### src/rtl/sdh_regs.svh
// Register offsets, field positions, reset values and timing counts
// of the card host block; definitions only, included by the controller and the bench.
`ifndef SDH_REGS_SVH
`define SDH_REGS_SVH

`define SDH_A_BLOCK_ATTRIBUTES_REG  8'h00
`define SDH_A_XMODE    8'h04
`define SDH_A_PRESENT  8'h08
`define SDH_A_PROTO    8'h0c
`define SDH_A_SYSCTL   8'h10
`define SDH_A_ISTAT    8'h14
`define SDH_A_ISTEN    8'h18
`define SDH_A_ISGEN    8'h1c

`define SDH_BA_BSZ     0
`define SDH_BA_CNT     16
`define SDH_XM_BLOCK_COUNT_ENABLE    0
`define SDH_XM_DMA     1
`define SDH_XM_RD      2
`define SDH_XM_XSTART  3
`define SDH_XM_CSTART  4
`define SDH_PS_DLA     2
`define SDH_PS_STB     3
`define SDH_PS_DATA_LINE_LEVEL_BITS    24
`define SDH_PC_DAT3_CARD_DETECT_CTRL    3
`define SDH_SC_CLKEN   3
`define SDH_SC_DIV     8
`define SDH_SC_RESET_ALL_BIT    24
`define SDH_IS_CC      0
`define SDH_IS_TC      1
`define SDH_IS_CARD_INTERRUPT_FLAG    8
`define SDH_IS_CCE     16
`define SDH_IS_CIE     19

`define SDH_DIV_RST    8'h01
`define SDH_IS_MASK    32'h0009_0103

`define SDH_CLK_NS     40
`define SDH_STB_NS     2000
`define SDH_STB_CYC    ((`SDH_STB_NS + `SDH_CLK_NS - 1) / `SDH_CLK_NS)

`endif

### src/rtl/sdh_pkg.sv
// Types of the card host block: state encodings, pin bundle, state.
// Widths here must match the field layout in sdh_regs.svh.
package sdh_pkg;
    typedef enum logic [1:0] {
        C_IDLE = 2'b00,
        C_SEND = 2'b01,
        C_WAIT = 2'b11
    } sdh_cst_t;

    typedef enum logic [1:0] {
        X_IDLE  = 2'b00,
        X_RUN   = 2'b01,
        X_STALL = 2'b11
    } sdh_xst_t;

    typedef struct packed {
        logic clk;
        logic cmd_o;
        logic cmd_oe;
    } sdh_card_o_t;

    typedef struct packed {
        logic [31:0] block_attributes_reg;
        logic [4:0]  xmode;
        logic        dat3_card_detect_ctrl;
        logic        clken;
        logic [7:0]  div;
        logic [31:0] ists;
        logic [31:0] sten;
        logic [31:0] sgen;
        logic        a_wr;
        logic [7:0]  a_addr;
        logic [31:0] rdata;
        logic        cmd_s1;
        logic        cmd_s2;
        logic [3:0]  dat_s1;
        logic [3:0]  dat_s2;
        logic [7:0]  div_cnt;
        logic        sdclk;
        logic [7:0]  stb_cnt;
        sdh_cst_t    cst;
        sdh_xst_t    xst;
        logic [15:0] blk_left;
        logic [11:0] byte_left;
        logic        inv_prev;
    } sdh_state_t;
endpackage : sdh_pkg

### src/rtl/sdh_ctrl.sv
// Card host controller core: AHB-Lite register slave, card clock
// divider, command issue, block transfer engine, card interrupt sense.
// Assumes CMD_I and DAT_I come from pads (synchronised here) and that
// FIFO_STALL comes from the data FIFO on CLK_SYS.
//
// Summary of operation
// Last descriptor must move over 4 bytes
// ADMA1 may append a trailing no-op descriptor
// ADMA read, odd block size, stalls forever
// Software pads block size to multiple of 4
// Poll data line 0 level for busy end
// Block count of one always stops transfer
// Use block counting with count 65535 instead
// Response start during FIFO pause raises errors
// Software retries command after both errors
// Card interrupt sensed only on line edge
// Card interrupt flag cleared by writing one
// Detect bit clear forces inverted line low
// Software follows ordered card interrupt service
// Stop card clock before reset or divider change
// Software reset abandons command and data
// Host sources card clock and drives transfers
// Wait clock stable before enabling card clock
// Clock disabled: card clock static, no traffic
`timescale 1ns/100ps
`include "sdh_regs.svh"

module sdh_ctrl #(
    parameter int STB_CYCLES = `SDH_STB_CYC
) (
    input  wire logic                 CLK_SYS,
    input  wire logic                 RST,
    input  wire logic                 CE,
    input  wire logic                 HSEL,
    input  wire logic [31:0]          HADDR,
    input  wire logic [1:0]           HTRANS,
    input  wire logic                 HWRITE,
    input  wire logic [2:0]           HSIZE,
    input  wire logic [31:0]          HWDATA,
    input  wire logic                 HREADY,
    output logic [31:0]               HRDATA,
    output logic                      HREADYOUT,
    output logic                      HRESP,
    input  wire logic                 CMD_I,
    input  wire logic [3:0]           DAT_I,
    input  wire logic                 FIFO_STALL,
    output sdh_pkg::sdh_card_o_t      CARD_O,
    output logic                      IRQ
);
    import sdh_pkg::*;

    if (STB_CYCLES < 1 || STB_CYCLES > 255) begin : g_chk
        $error("STB_CYCLES must lie in 1..255");
    end

    localparam logic [7:0] STB_N = 8'(STB_CYCLES);

    sdh_state_t s;
    sdh_state_t n;
    logic        wr;
    logic        reset_all_bit;
    logic        tick;
    logic        inv;
    logic        card_interrupt_flag_rise;
    logic        blk_end;
    logic        last;
    logic        odd_stall;
    logic [31:0] set;
    logic [31:0] present;

    // Single-word writes only; narrower sizes are taken as full words
    assign wr   = s.a_wr;
    assign reset_all_bit = wr && s.a_addr == `SDH_A_SYSCTL && HWDATA[`SDH_SC_RESET_ALL_BIT];
    assign inv  = s.dat3_card_detect_ctrl & ~s.dat_s2[1];
    assign card_interrupt_flag_rise = inv & ~s.inv_prev;
    assign blk_end   = s.xst == X_RUN && tick && !FIFO_STALL
                       && s.byte_left <= 12'h001;
    assign last      = s.blk_left == 16'h0001
                       || (s.xmode[`SDH_XM_BLOCK_COUNT_ENABLE] && s.blk_left == 16'h0000);
    assign odd_stall = s.xmode[`SDH_XM_DMA] && s.xmode[`SDH_XM_RD]
                       && s.block_attributes_reg[1:0] != 2'h0;
    assign present = {4'h0, s.dat_s2, 20'h0_0000,
                      s.stb_cnt == STB_N, s.xst != X_IDLE, 2'h0};

    always_comb begin
        n    = s;
        tick = 1'b0;
        set  = 32'h0000_0000;

        // Pad inputs: first stage feeds only the second
        n.cmd_s1 = CMD_I;
        n.cmd_s2 = s.cmd_s1;
        n.dat_s1 = DAT_I;
        n.dat_s2 = s.dat_s1;

        // Register writes land in the data phase
        if (wr) begin
            unique case (s.a_addr)
                `SDH_A_BLOCK_ATTRIBUTES_REG: n.block_attributes_reg = HWDATA;
                `SDH_A_XMODE:   n.xmode   = HWDATA[4:0];
                `SDH_A_PROTO:   n.dat3_card_detect_ctrl    = HWDATA[`SDH_PC_DAT3_CARD_DETECT_CTRL];
                `SDH_A_SYSCTL: begin
                    n.clken = HWDATA[`SDH_SC_CLKEN];
                    n.div   = HWDATA[`SDH_SC_DIV +: 8];
                    if (n.div != s.div) begin
                        n.stb_cnt = 8'h00;
                    end
                end
                `SDH_A_ISTEN:   n.sten = HWDATA & `SDH_IS_MASK;
                `SDH_A_ISGEN:   n.sgen = HWDATA & `SDH_IS_MASK;
                default: ;
            endcase
        end

        // Card clock: divider restarts the stable count when changed
        if (s.stb_cnt != STB_N) begin
            n.stb_cnt = n.stb_cnt + 8'h01;
        end
        if (!n.clken) begin
            n.sdclk   = 1'b0;
            n.div_cnt = 8'h00;
        end else if (s.div_cnt >= s.div) begin
            n.div_cnt = 8'h00;
            n.sdclk   = ~s.sdclk;
            tick      = ~s.sdclk;
        end else begin
            n.div_cnt = s.div_cnt + 8'h01;
        end

        // Command issue; refused while the card clock is off
        unique case (s.cst)
            C_IDLE: begin
                if (wr && s.a_addr == `SDH_A_XMODE
                    && HWDATA[`SDH_XM_CSTART] && s.clken) begin
                    n.cst = C_SEND;
                end
            end
            C_SEND: if (tick) n.cst = C_WAIT;
            C_WAIT: begin
                if (tick && !s.cmd_s2) begin
                    n.cst = C_IDLE;
                    if (s.xst == X_RUN && FIFO_STALL) begin
                        set[`SDH_IS_CCE] = 1'b1;
                        set[`SDH_IS_CIE] = 1'b1;
                    end else begin
                        set[`SDH_IS_CC] = 1'b1;
                    end
                end
            end
            default: n.cst = C_IDLE;
        endcase

        // Block transfer engine; FIFO pause holds the byte count
        unique case (s.xst)
            X_IDLE: begin
                if (wr && s.a_addr == `SDH_A_XMODE
                    && HWDATA[`SDH_XM_XSTART] && s.clken) begin
                    n.xst       = X_RUN;
                    n.blk_left  = s.block_attributes_reg[`SDH_BA_CNT +: 16];
                    n.byte_left = s.block_attributes_reg[`SDH_BA_BSZ +: 12];
                end
            end
            X_RUN: begin
                if (blk_end) begin
                    n.byte_left = s.block_attributes_reg[`SDH_BA_BSZ +: 12];
                    if (s.xmode[`SDH_XM_BLOCK_COUNT_ENABLE]) begin
                        n.blk_left = s.blk_left - 16'h0001;
                    end
                    if (last && odd_stall) begin
                        n.xst = X_STALL;
                    end else if (last) begin
                        n.xst = X_IDLE;
                        set[`SDH_IS_TC] = 1'b1;
                    end
                end else if (tick && !FIFO_STALL) begin
                    n.byte_left = s.byte_left - 12'h001;
                end
            end
            X_STALL: ; // Only a reset frees the engine
            default: n.xst = X_IDLE;
        endcase

        // Card interrupt: edge of the inverted line only
        n.inv_prev = inv;
        set[`SDH_IS_CARD_INTERRUPT_FLAG] = card_interrupt_flag_rise;

        // Sticky status; a new event wins over a clear
        n.ists = s.ists;
        if (wr && s.a_addr == `SDH_A_ISTAT) begin
            n.ists = s.ists & ~HWDATA;
        end
        n.ists = n.ists | (set & s.sten);

        // Software reset: everything but the bus pipe, the pad synchronisers and inv_prev
        if (reset_all_bit) begin
            n.block_attributes_reg   = 32'h0000_0000;
            n.xmode     = 5'h00;
            n.dat3_card_detect_ctrl      = 1'b0;
            n.clken     = 1'b0;
            n.div       = `SDH_DIV_RST;
            n.ists      = 32'h0000_0000;
            n.sten      = 32'h0000_0000;
            n.sgen      = 32'h0000_0000;
            n.div_cnt   = 8'h00;
            n.sdclk     = 1'b0;
            n.stb_cnt   = 8'h00;
            n.cst       = C_IDLE;
            n.xst       = X_IDLE;
            n.blk_left  = 16'h0000;
            n.byte_left = 12'h000;
        end

        // Address phase; read data captured here
        n.a_wr = 1'b0;
        if (HSEL && HREADY && HTRANS[1]) begin
            n.a_wr   = HWRITE;
            n.a_addr = HADDR[7:0];
            if (!HWRITE) begin
                unique case (HADDR[7:0])
                    `SDH_A_BLOCK_ATTRIBUTES_REG: n.rdata = s.block_attributes_reg;
                    `SDH_A_XMODE:   n.rdata = {27'h0, s.xmode};
                    `SDH_A_PRESENT: n.rdata = present;
                    `SDH_A_PROTO:   n.rdata = {28'h0, s.dat3_card_detect_ctrl, 3'h0};
                    `SDH_A_SYSCTL:  n.rdata = {16'h0, s.div, 4'h0,
                                               s.clken, 3'h0};
                    `SDH_A_ISTAT:   n.rdata = s.ists;
                    `SDH_A_ISTEN:   n.rdata = s.sten;
                    `SDH_A_ISGEN:   n.rdata = s.sgen;
                    default:        n.rdata = 32'h0000_0000;
                endcase
            end
        end
    end

    always_ff @(posedge CLK_SYS or posedge RST) begin
        if (RST) begin
            s         <= '0;
            s.div     <= `SDH_DIV_RST;
            s.cmd_s1  <= 1'b1;
            s.cmd_s2  <= 1'b1;
            s.dat_s1  <= 4'hf;
            s.dat_s2  <= 4'hf;
            s.cst     <= C_IDLE;
            s.xst     <= X_IDLE;
        end else if (CE) begin
            s <= n;
        end
    end

    assign HRDATA      = s.rdata;
    assign HREADYOUT   = 1'b1;
    assign HRESP       = 1'b0;
    assign CARD_O.clk    = s.sdclk;
    assign CARD_O.cmd_o  = s.cst != C_SEND;
    assign CARD_O.cmd_oe = s.clken && s.cst == C_SEND;
    assign IRQ = |(s.ists & s.sgen);

    property p_odd_stall;
        @(posedge CLK_SYS) disable iff (RST || !CE)
        blk_end && last && odd_stall && !reset_all_bit
        |=> s.xst == X_STALL && !$rose(s.ists[`SDH_IS_TC]);
    endproperty
    a_odd_stall: assert property (p_odd_stall)
        else $error("odd block read did not stall");

    property p_one_stops;
        @(posedge CLK_SYS) disable iff (RST || !CE)
        blk_end && s.blk_left == 16'h0001 |=> s.xst != X_RUN;
    endproperty
    a_one_stops: assert property (p_one_stops)
        else $error("count of one did not stop transfer");

    property p_false_err;
        @(posedge CLK_SYS) disable iff (RST || !CE)
        s.cst == C_WAIT && tick && !s.cmd_s2 && s.xst == X_RUN
        && FIFO_STALL && s.sten[`SDH_IS_CCE] && s.sten[`SDH_IS_CIE]
        && !reset_all_bit
        |=> s.ists[`SDH_IS_CCE] && s.ists[`SDH_IS_CIE] && s.cst == C_IDLE;
    endproperty
    a_false_err: assert property (p_false_err)
        else $error("paused response start did not flag errors");

    property p_card_interrupt_flag_edge;
        @(posedge CLK_SYS) disable iff (RST || !CE)
        $rose(s.ists[`SDH_IS_CARD_INTERRUPT_FLAG])
        |-> $past(card_interrupt_flag_rise) && $past(s.sten[`SDH_IS_CARD_INTERRUPT_FLAG]);
    endproperty
    a_card_interrupt_flag_edge: assert property (p_card_interrupt_flag_edge)
        else $error("card interrupt set without line edge");

    property p_card_interrupt_flag_clear;
        @(posedge CLK_SYS) disable iff (RST || !CE)
        wr && s.a_addr == `SDH_A_ISTAT && HWDATA[`SDH_IS_CARD_INTERRUPT_FLAG]
        && !card_interrupt_flag_rise |=> !s.ists[`SDH_IS_CARD_INTERRUPT_FLAG];
    endproperty
    a_card_interrupt_flag_clear: assert property (p_card_interrupt_flag_clear)
        else $error("card interrupt flag not cleared");

    property p_dat3_card_detect_ctrl_low;
        @(posedge CLK_SYS) disable iff (RST || !CE)
        !s.dat3_card_detect_ctrl ##1 !s.dat3_card_detect_ctrl |-> !s.inv_prev;
    endproperty
    a_dat3_card_detect_ctrl_low: assert property (p_dat3_card_detect_ctrl_low)
        else $error("inverted line not held low");

    property p_soft_rst;
        @(posedge CLK_SYS) disable iff (RST || !CE)
        reset_all_bit |=> s.cst == C_IDLE && s.xst == X_IDLE && !s.clken
        ##1 s.stb_cnt == 8'h01;
    endproperty
    a_soft_rst: assert property (p_soft_rst)
        else $error("software reset left work in progress");

    property p_clk_off;
        @(posedge CLK_SYS) disable iff (RST || !CE)
        !s.clken |-> !CARD_O.clk && !CARD_O.cmd_oe
        ##1 (s.clken || $stable(CARD_O.clk));
    endproperty
    a_clk_off: assert property (p_clk_off)
        else $error("card pins moved with clock disabled");
endmodule : sdh_ctrl

### config.mk
export PLATFORM = sky130hd
export DESIGN_NAME = sdh_ctrl
export DESIGN_NICKNAME = d
export VERILOG_FILES = /design/src/rtl/sdh_pkg.sv /design/src/rtl/sdh_ctrl.sv
export VERILOG_INCLUDE_DIRS = /design/src /design/src/rtl
export SDC_FILE = /design/constraint.sdc
export NUM_CORES = 1
export LEC_CHECK = 0
export BUFFER_PORTS_ARGS = -buffer_cell sky130_fd_sc_hd__buf_2
export CORE_UTILIZATION = 60
export CTS_BUF_LIST = sky130_fd_sc_hd__clkbuf_16
export CTS_CLUSTER_DIAMETER = 150
export DETAILED_ROUTE_END_ITERATION = 7
export GPL_TIMING_DRIVEN = 0
export PLACE_DENSITY = 0.82
export SLEW_MARGIN = 20
export SYNTH_ARGS = -nofsm -noshare
export SYNTH_HDL_FRONTEND = slang
export SYNTH_SLANG_ARGS = --single-unit
### constraint.sdc
create_clock -name CLK_SYS -period 14.1 [get_ports CLK_SYS]
set_clock_uncertainty 0.05 [all_clocks]
set_input_delay 2.115 -clock CLK_SYS [delete_from_list [all_inputs] [get_ports CLK_SYS]]
set_output_delay 2.115 -clock CLK_SYS [all_outputs]
set_load 0.005 [all_outputs]
* Word level (Yosys, flattened, before mapping)
Cells that the tools add are included.
** Storage, ports and cells
- Bits in registers :: 244
- Word-level logic and storage cells :: 171
- Input port bits :: 81
- Output and inout bits :: 38
** Operators by class
- Reductions and logical operators :: 53
- Magnitude comparators :: 2
- Mux-type cells :: 46
- Eq/ne operators :: 32
- Bitwise operators :: 11
- Add/sub/neg operators :: 4
** Operators with widths (count)
- one-hot mux 32 bit (8 select lines) :: 1
- 2-to-1 mux 32 bit :: 5
- 2-to-1 mux 143 bit :: 1
- bitwise AND 32 bit :: 2
- == test 8 x 5 -> 1 bit (second input constant) :: 8
- 2-to-1 mux 64 bit :: 1
- one-hot mux 28 bit (2 select lines) :: 1
- 2-to-1 mux 49 bit :: 1
- 2-to-1 mux 47 bit :: 1
- 2-to-1 mux 41 bit :: 1
- 2-to-1 mux 8 bit :: 5
- bitwise AND 20 x 32 -> 32 bit :: 1
- inverter 32 bit :: 1
- OR 32 bit :: 1
- OR reduction 32 bit :: 1
- 2-to-1 mux 30 bit :: 1
- == test 8 x 4 -> 1 bit (second input constant) :: 3
- 2-to-1 mux 12 bit :: 2
- logical AND 1 bit :: 21
- AND reduction 3 bit :: 7
- 2-to-1 mux 18 bit :: 1
- 2-to-1 mux 9 bit :: 2
- != test 3 bit (second input constant) :: 6
- nonzero test 2 bit :: 9
- other kinds (32) :: 65

* Depth between registers and ports, before layout
- Depth after elaboration :: 12
- Mapped depth :: 10
- Gate-level depth less buffers :: 10

* Worst setup path before layout
No wires, ideal clock.
- Path type :: in2reg
- From :: input port HADDR[5]
- To :: register s (netlist bit HRDATA[24])
- Buffers on the path :: 2
- Cell stages on the path :: 8
- Setup slack :: 10.435 ns
- Arrival :: 3.533 ns
- Library setup time :: 0.083 ns
- Data required time :: 13.967 ns
- Cell sequence :: nor3_1 > nand3_1 > nor2_1 > and2_1 > clkbuf_1 > clkbuf_1 > a222oi_1 > o21ai_0
** Between the ends
- Longest elaborated chain between the ends :: 2
- Elaborated cells between the ends (all ways) :: 9
- Those cells by class :: eq/ne: 7; mux: 1; reduce/logical: 1
** Ends and longest elaborated chain
- start: declaration :: line sdh_ctrl.sv:35 : input wire logic [31:0] HADDR,
- == test 8 x 5 -> 1 bit (tied with other cells) :: line sdh_ctrl.sv:219 : unique case (HADDR[7:0])
- one-hot mux 32 bit (8 select lines) (*) :: line sdh_ctrl.sv:219
- end signal: assignment :: line sdh_ctrl.sv:246 : s <= n;
- end: declaration :: line sdh_ctrl.sv:58 : sdh_state_t s;
Mark *: on every way between the ends. The rest lies on a longest branch, timed or not.
A chain may end at the register's enable or synchronous reset.

* Worst setup path after layout
Ends and elaborated chain as after synthesis.

==> results.sh <==
export IMPL_status="completed"
export IMPL_area_growth_pct=12.8
export IMPL_place_area_um2=10600
export IMPL_drt_total_wl_mm=27.5
export IMPL_required_ps=14420
export IMPL_fill_cells=1262
export IMPL_dr_first_iter_drc_count=1148
export IMPL_cp_startpoint="HADDR[5]"
export IMPL_worstHoldEndpoint="HRDATA[28]$_DFFE_PP0P_"
export IMPL_grt_pass1_wl_mm=43.8
export IMPL_setup_viol=0
export IMPL_final_util_pct=69.7
export IMPL_drtAntennaViolNets=0
export IMPL_initial_core_util_pct=61.8
export IMPL_grt_setup_unrepaired="no"
export IMPL_core_um2=15900
export IMPL_cap_violations=0
export IMPL_synth_seq_area_share_pct=48.4
export IMPL_synthesis_area_um2=9850
export IMPL_cts_repair_resized=0
export IMPL_regArea_um2=4770
export IMPL_drc=0
export IMPL_cts_buffers=17
export IMPL_syn_inst=1057
export IMPL_fin_crit_sh_pct=29.1
export IMPL_synth_edf_count=0
export IMPL_grt_pass1_vias=8214
export IMPL_num_antenna_cells=0
export IMPL_post_cts_setup_buffers=0
export IMPL_worstSkewPairLatency_ps=450
export IMPL_busiest_layer="met2"
export IMPL_r2r_start="wr$_DFFE_PP0P_"
export IMPL_startpoint_type="input port"
export IMPL_final_max_slew_viol_count=0
export IMPL_chipHeight_um=130
export IMPL_reg2reg_to="s[171]$_DFFE_PP0P_"
export IMPL_yosys_cell_types_count=68
export IMPL_r2r_slack_ps=11010
export IMPL_worstPathMaxFanout=10
export IMPL_post_route_min_period_ps=4110
export IMPL_hp_class="reg2reg"
export IMPL_hpwlAfterDp_mm=20.0
export IMPL_wire_per_inst_um=19.8
export IMPL_final_nets=1259
export IMPL_yosysWarningCount=0
export IMPL_via_per_inst=6.27
export IMPL_p_leak_nw=4.93
export IMPL_multi_input_area_um2=4510
export IMPL_clkSlewWorstSetupHoldPaths_ps=70
export IMPL_grt_util_met3_pct=6.07
export IMPL_clock_sinks=190
export IMPL_syn_num_nets=1152
export IMPL_dp_cells=1361
export IMPL_dieArea_um2=16900
export IMPL_final_instance_count_excl_fill=1393
export IMPL_hold_depth=2
export IMPL_ys_ff_latch=190
export IMPL_rows=46
export IMPL_tritoncts="done"
export IMPL_die_w_um=130
export IMPL_ys_async_sr_fraction_pct=100
export IMPL_fin_hold_ws_ps=430
export IMPL_setup_tns_ps=0
export IMPL_gp_congestion=0.955
export IMPL_grt_use_met1_pct=46.5
export IMPL_cts_hold_buffers_added=0
export IMPL_clock_fmax_ghz=0.244
export IMPL_drt_pass1_iterations=7
export IMPL_synthFlopType="dfrtp_1"
export IMPL_syn_area_per_cell_um2=9.32
export IMPL_cts_buffer_depth=2
export IMPL_grt_total_usage_pct=34.7
export IMPL_worstRegToRegCells=6
export IMPL_grt_max_degree=101
export IMPL_worst_setup_path_end_kind="register"
export IMPL_grt_overflow_total=0
export IMPL_vias=8735
export IMPL_hold_violations=0
export IMPL_drive_gt1_share_pct=18.9
export IMPL_fin_area_um2=11100
export IMPL_antenna_found_initial=0
export IMPL_portBuffers=87
export IMPL_io_pins=119
export IMPL_vdd_drop_max_v=0.0000875
export IMPL_path_class="in2reg"
export IMPL_cts_root_buffer="clkbuf_16"
export IMPL_htree_levels=4
export IMPL_met2_usage_pct=54.2
export IMPL_worstPathArrival_ps=4430
export IMPL_pwr_density_cell_nw_per_um2=101
export IMPL_slew_limit_headroom_pct=34.3
export IMPL_min_from="HRDATA[28]$_DFFE_PP0P_"
export IMPL_worstMarginPinSlew_ps=978
==> how the worst max path moves through the flow <==
stage | to | slack (ps) | cells past startpoint
after detailed placement | HRDATA[16]$_DFFE_PP0P_ | 9600 | 8
after floorplan | CARD_O[2]$_DFFE_PP0P_ | 6780 | 1
after CTS | HRDATA[16]$_DFFE_PP0P_ | 10060 | 8
after global placement | s[44]$_DFFE_PP0P_ | 4720 | 2
after global routing | HRDATA[7]$_DFFE_PP0P_ | 9840 | 9
final | HRDATA[24]$_DFFE_PP0P_ | 9990 | 9
==> stage by stage <==
| step | worst slack, ps | power, W |
|---|---|---|
| after floorplan | 6780 | 0.000650 |
| after global placement | 4720 | 0.000681 |
| after detailed placement | 9600 | 0.000686 |
| after CTS | 10060 | 0.00112 |
| after global routing | 9840 | 0.00115 |
| final | 9990 | 0.00112 |
==> cell families after synthesis <==
| group | after synthesis | synth area share (%) |
|---|---|---|
| xor gates and xnor gates | 11 | 0.978 |
| and+or+nand+nor | 370 | 18.2 |
| other | 2 | 0.0762 |
| DFF | 190 | 48.4 |
| buffers and inverters | 115 | 5.85 |
| AOI/OAI and AO/OA | 315 | 20.0 |
| muxes | 40 | 4.76 |
| adders and majority gates | 14 | 1.78 |
==> placed cells by master (no fill, tap or decap), types with 18 or more instances in the layout <==
cell type / n
mux2_2: 35
o21ai_0: 121
nor4_1: 18
o21a_1: 27
a21oi_1: 52
nor2_1: 86
nand2_1: 144
buf_2: 89
inv_1: 27
a22oi_1: 23
buf_4: 36
nand3_1: 24
nor3_1: 27
dfrtp_1: 179
clkbuf_1: 49
==> sequential cells by signal, indices dropped and copies added, names as in the netlist <==
name     count
CARD_O       1
HRDATA      32
n            5
present      4
s          147
wr           1
==> Yosys cell counts (all sizes together), types with 2 or more instances <==
cell type | instances | area (um2)
nor4b | 2 | 32.5
a21o | 2 | 15.0
xor2 | 10 | 87.6
o31ai | 13 | 103
a21boi | 3 | 22.5
and4 | 2 | 17.5
nor3 | 28 | 151
nand2 | 144 | 541
nand3 | 26 | 140
a221oi | 2 | 17.5
conb | 2 | 7.51
a22oi | 23 | 173
or3 | 10 | 72.6
a222oi | 8 | 80.1
nand2b | 11 | 68.8
a21oi | 52 | 260
dfstp | 11 | 289
o21ai | 134 | 671
nand4 | 9 | 56.3
a31oi | 8 | 65.1
a22o | 5 | 43.8
ha | 14 | 175
o211ai | 7 | 52.6
o2111ai | 2 | 17.5
nor4 | 22 | 189
o22ai | 6 | 37.5
dfrtp | 179 | 4480
mux2i | 4 | 52.6
mux2 | 35 | 394
o2bb2ai | 10 | 87.6
or2 | 7 | 43.8
and2 | 9 | 56.3
nor2 | 86 | 323
inv | 26 | 97.6
o41ai | 6 | 52.6
nor2b | 8 | 50.1
nor3b | 2 | 15.0
o21a | 27 | 203
buf | 40 | 295
clkbuf | 49 | 184
==> worst max-delay path, stage by stage <==
cell and delay (ps):
buf_2 100, nor3_1 340, nand3_1 220, nor2_1 160, and2_1 140, clkbuf_1 440, clkbuf_1 490, a222oi_1 210
o21ai_0 200
==> report_power, final <==
part | switching (W) | total (W) | leakage (nW) | internal, W
clock network | 0.000216 | 0.000441 | 0.260 | 0.000224
logic | 0.0000526 | 0.0000868 | 2.12 | 0.0000342
registers | 0.0000240 | 0.000591 | 2.55 | 0.000567
==> metal layers <==
| layer | up-vias | share of wire (%) |
|---|---|---|
| li1 | 3952 | - |
| met1 | 4248 | 40 |
| met2 | 454 | 47 |
| met3 | 81 | 7.9 |
| met4 | 0 | 4.8 |
| met5 | - | 0 |
==> cell type report <==
cell class                      count  share of cell area [%]
Sequential cell                   190                    42.9
Clock inverter                     15                   0.878
Tap cell                          216                    2.43
Multi-Input combinational cell    752                    40.5
Inverter                           26                   0.946
Clock buffer                       17                    3.83
Buffer                             89                    4.31
Timing Repair Buffer               88                    4.16
No activity file was read; power rests on OpenSTA's default activity.
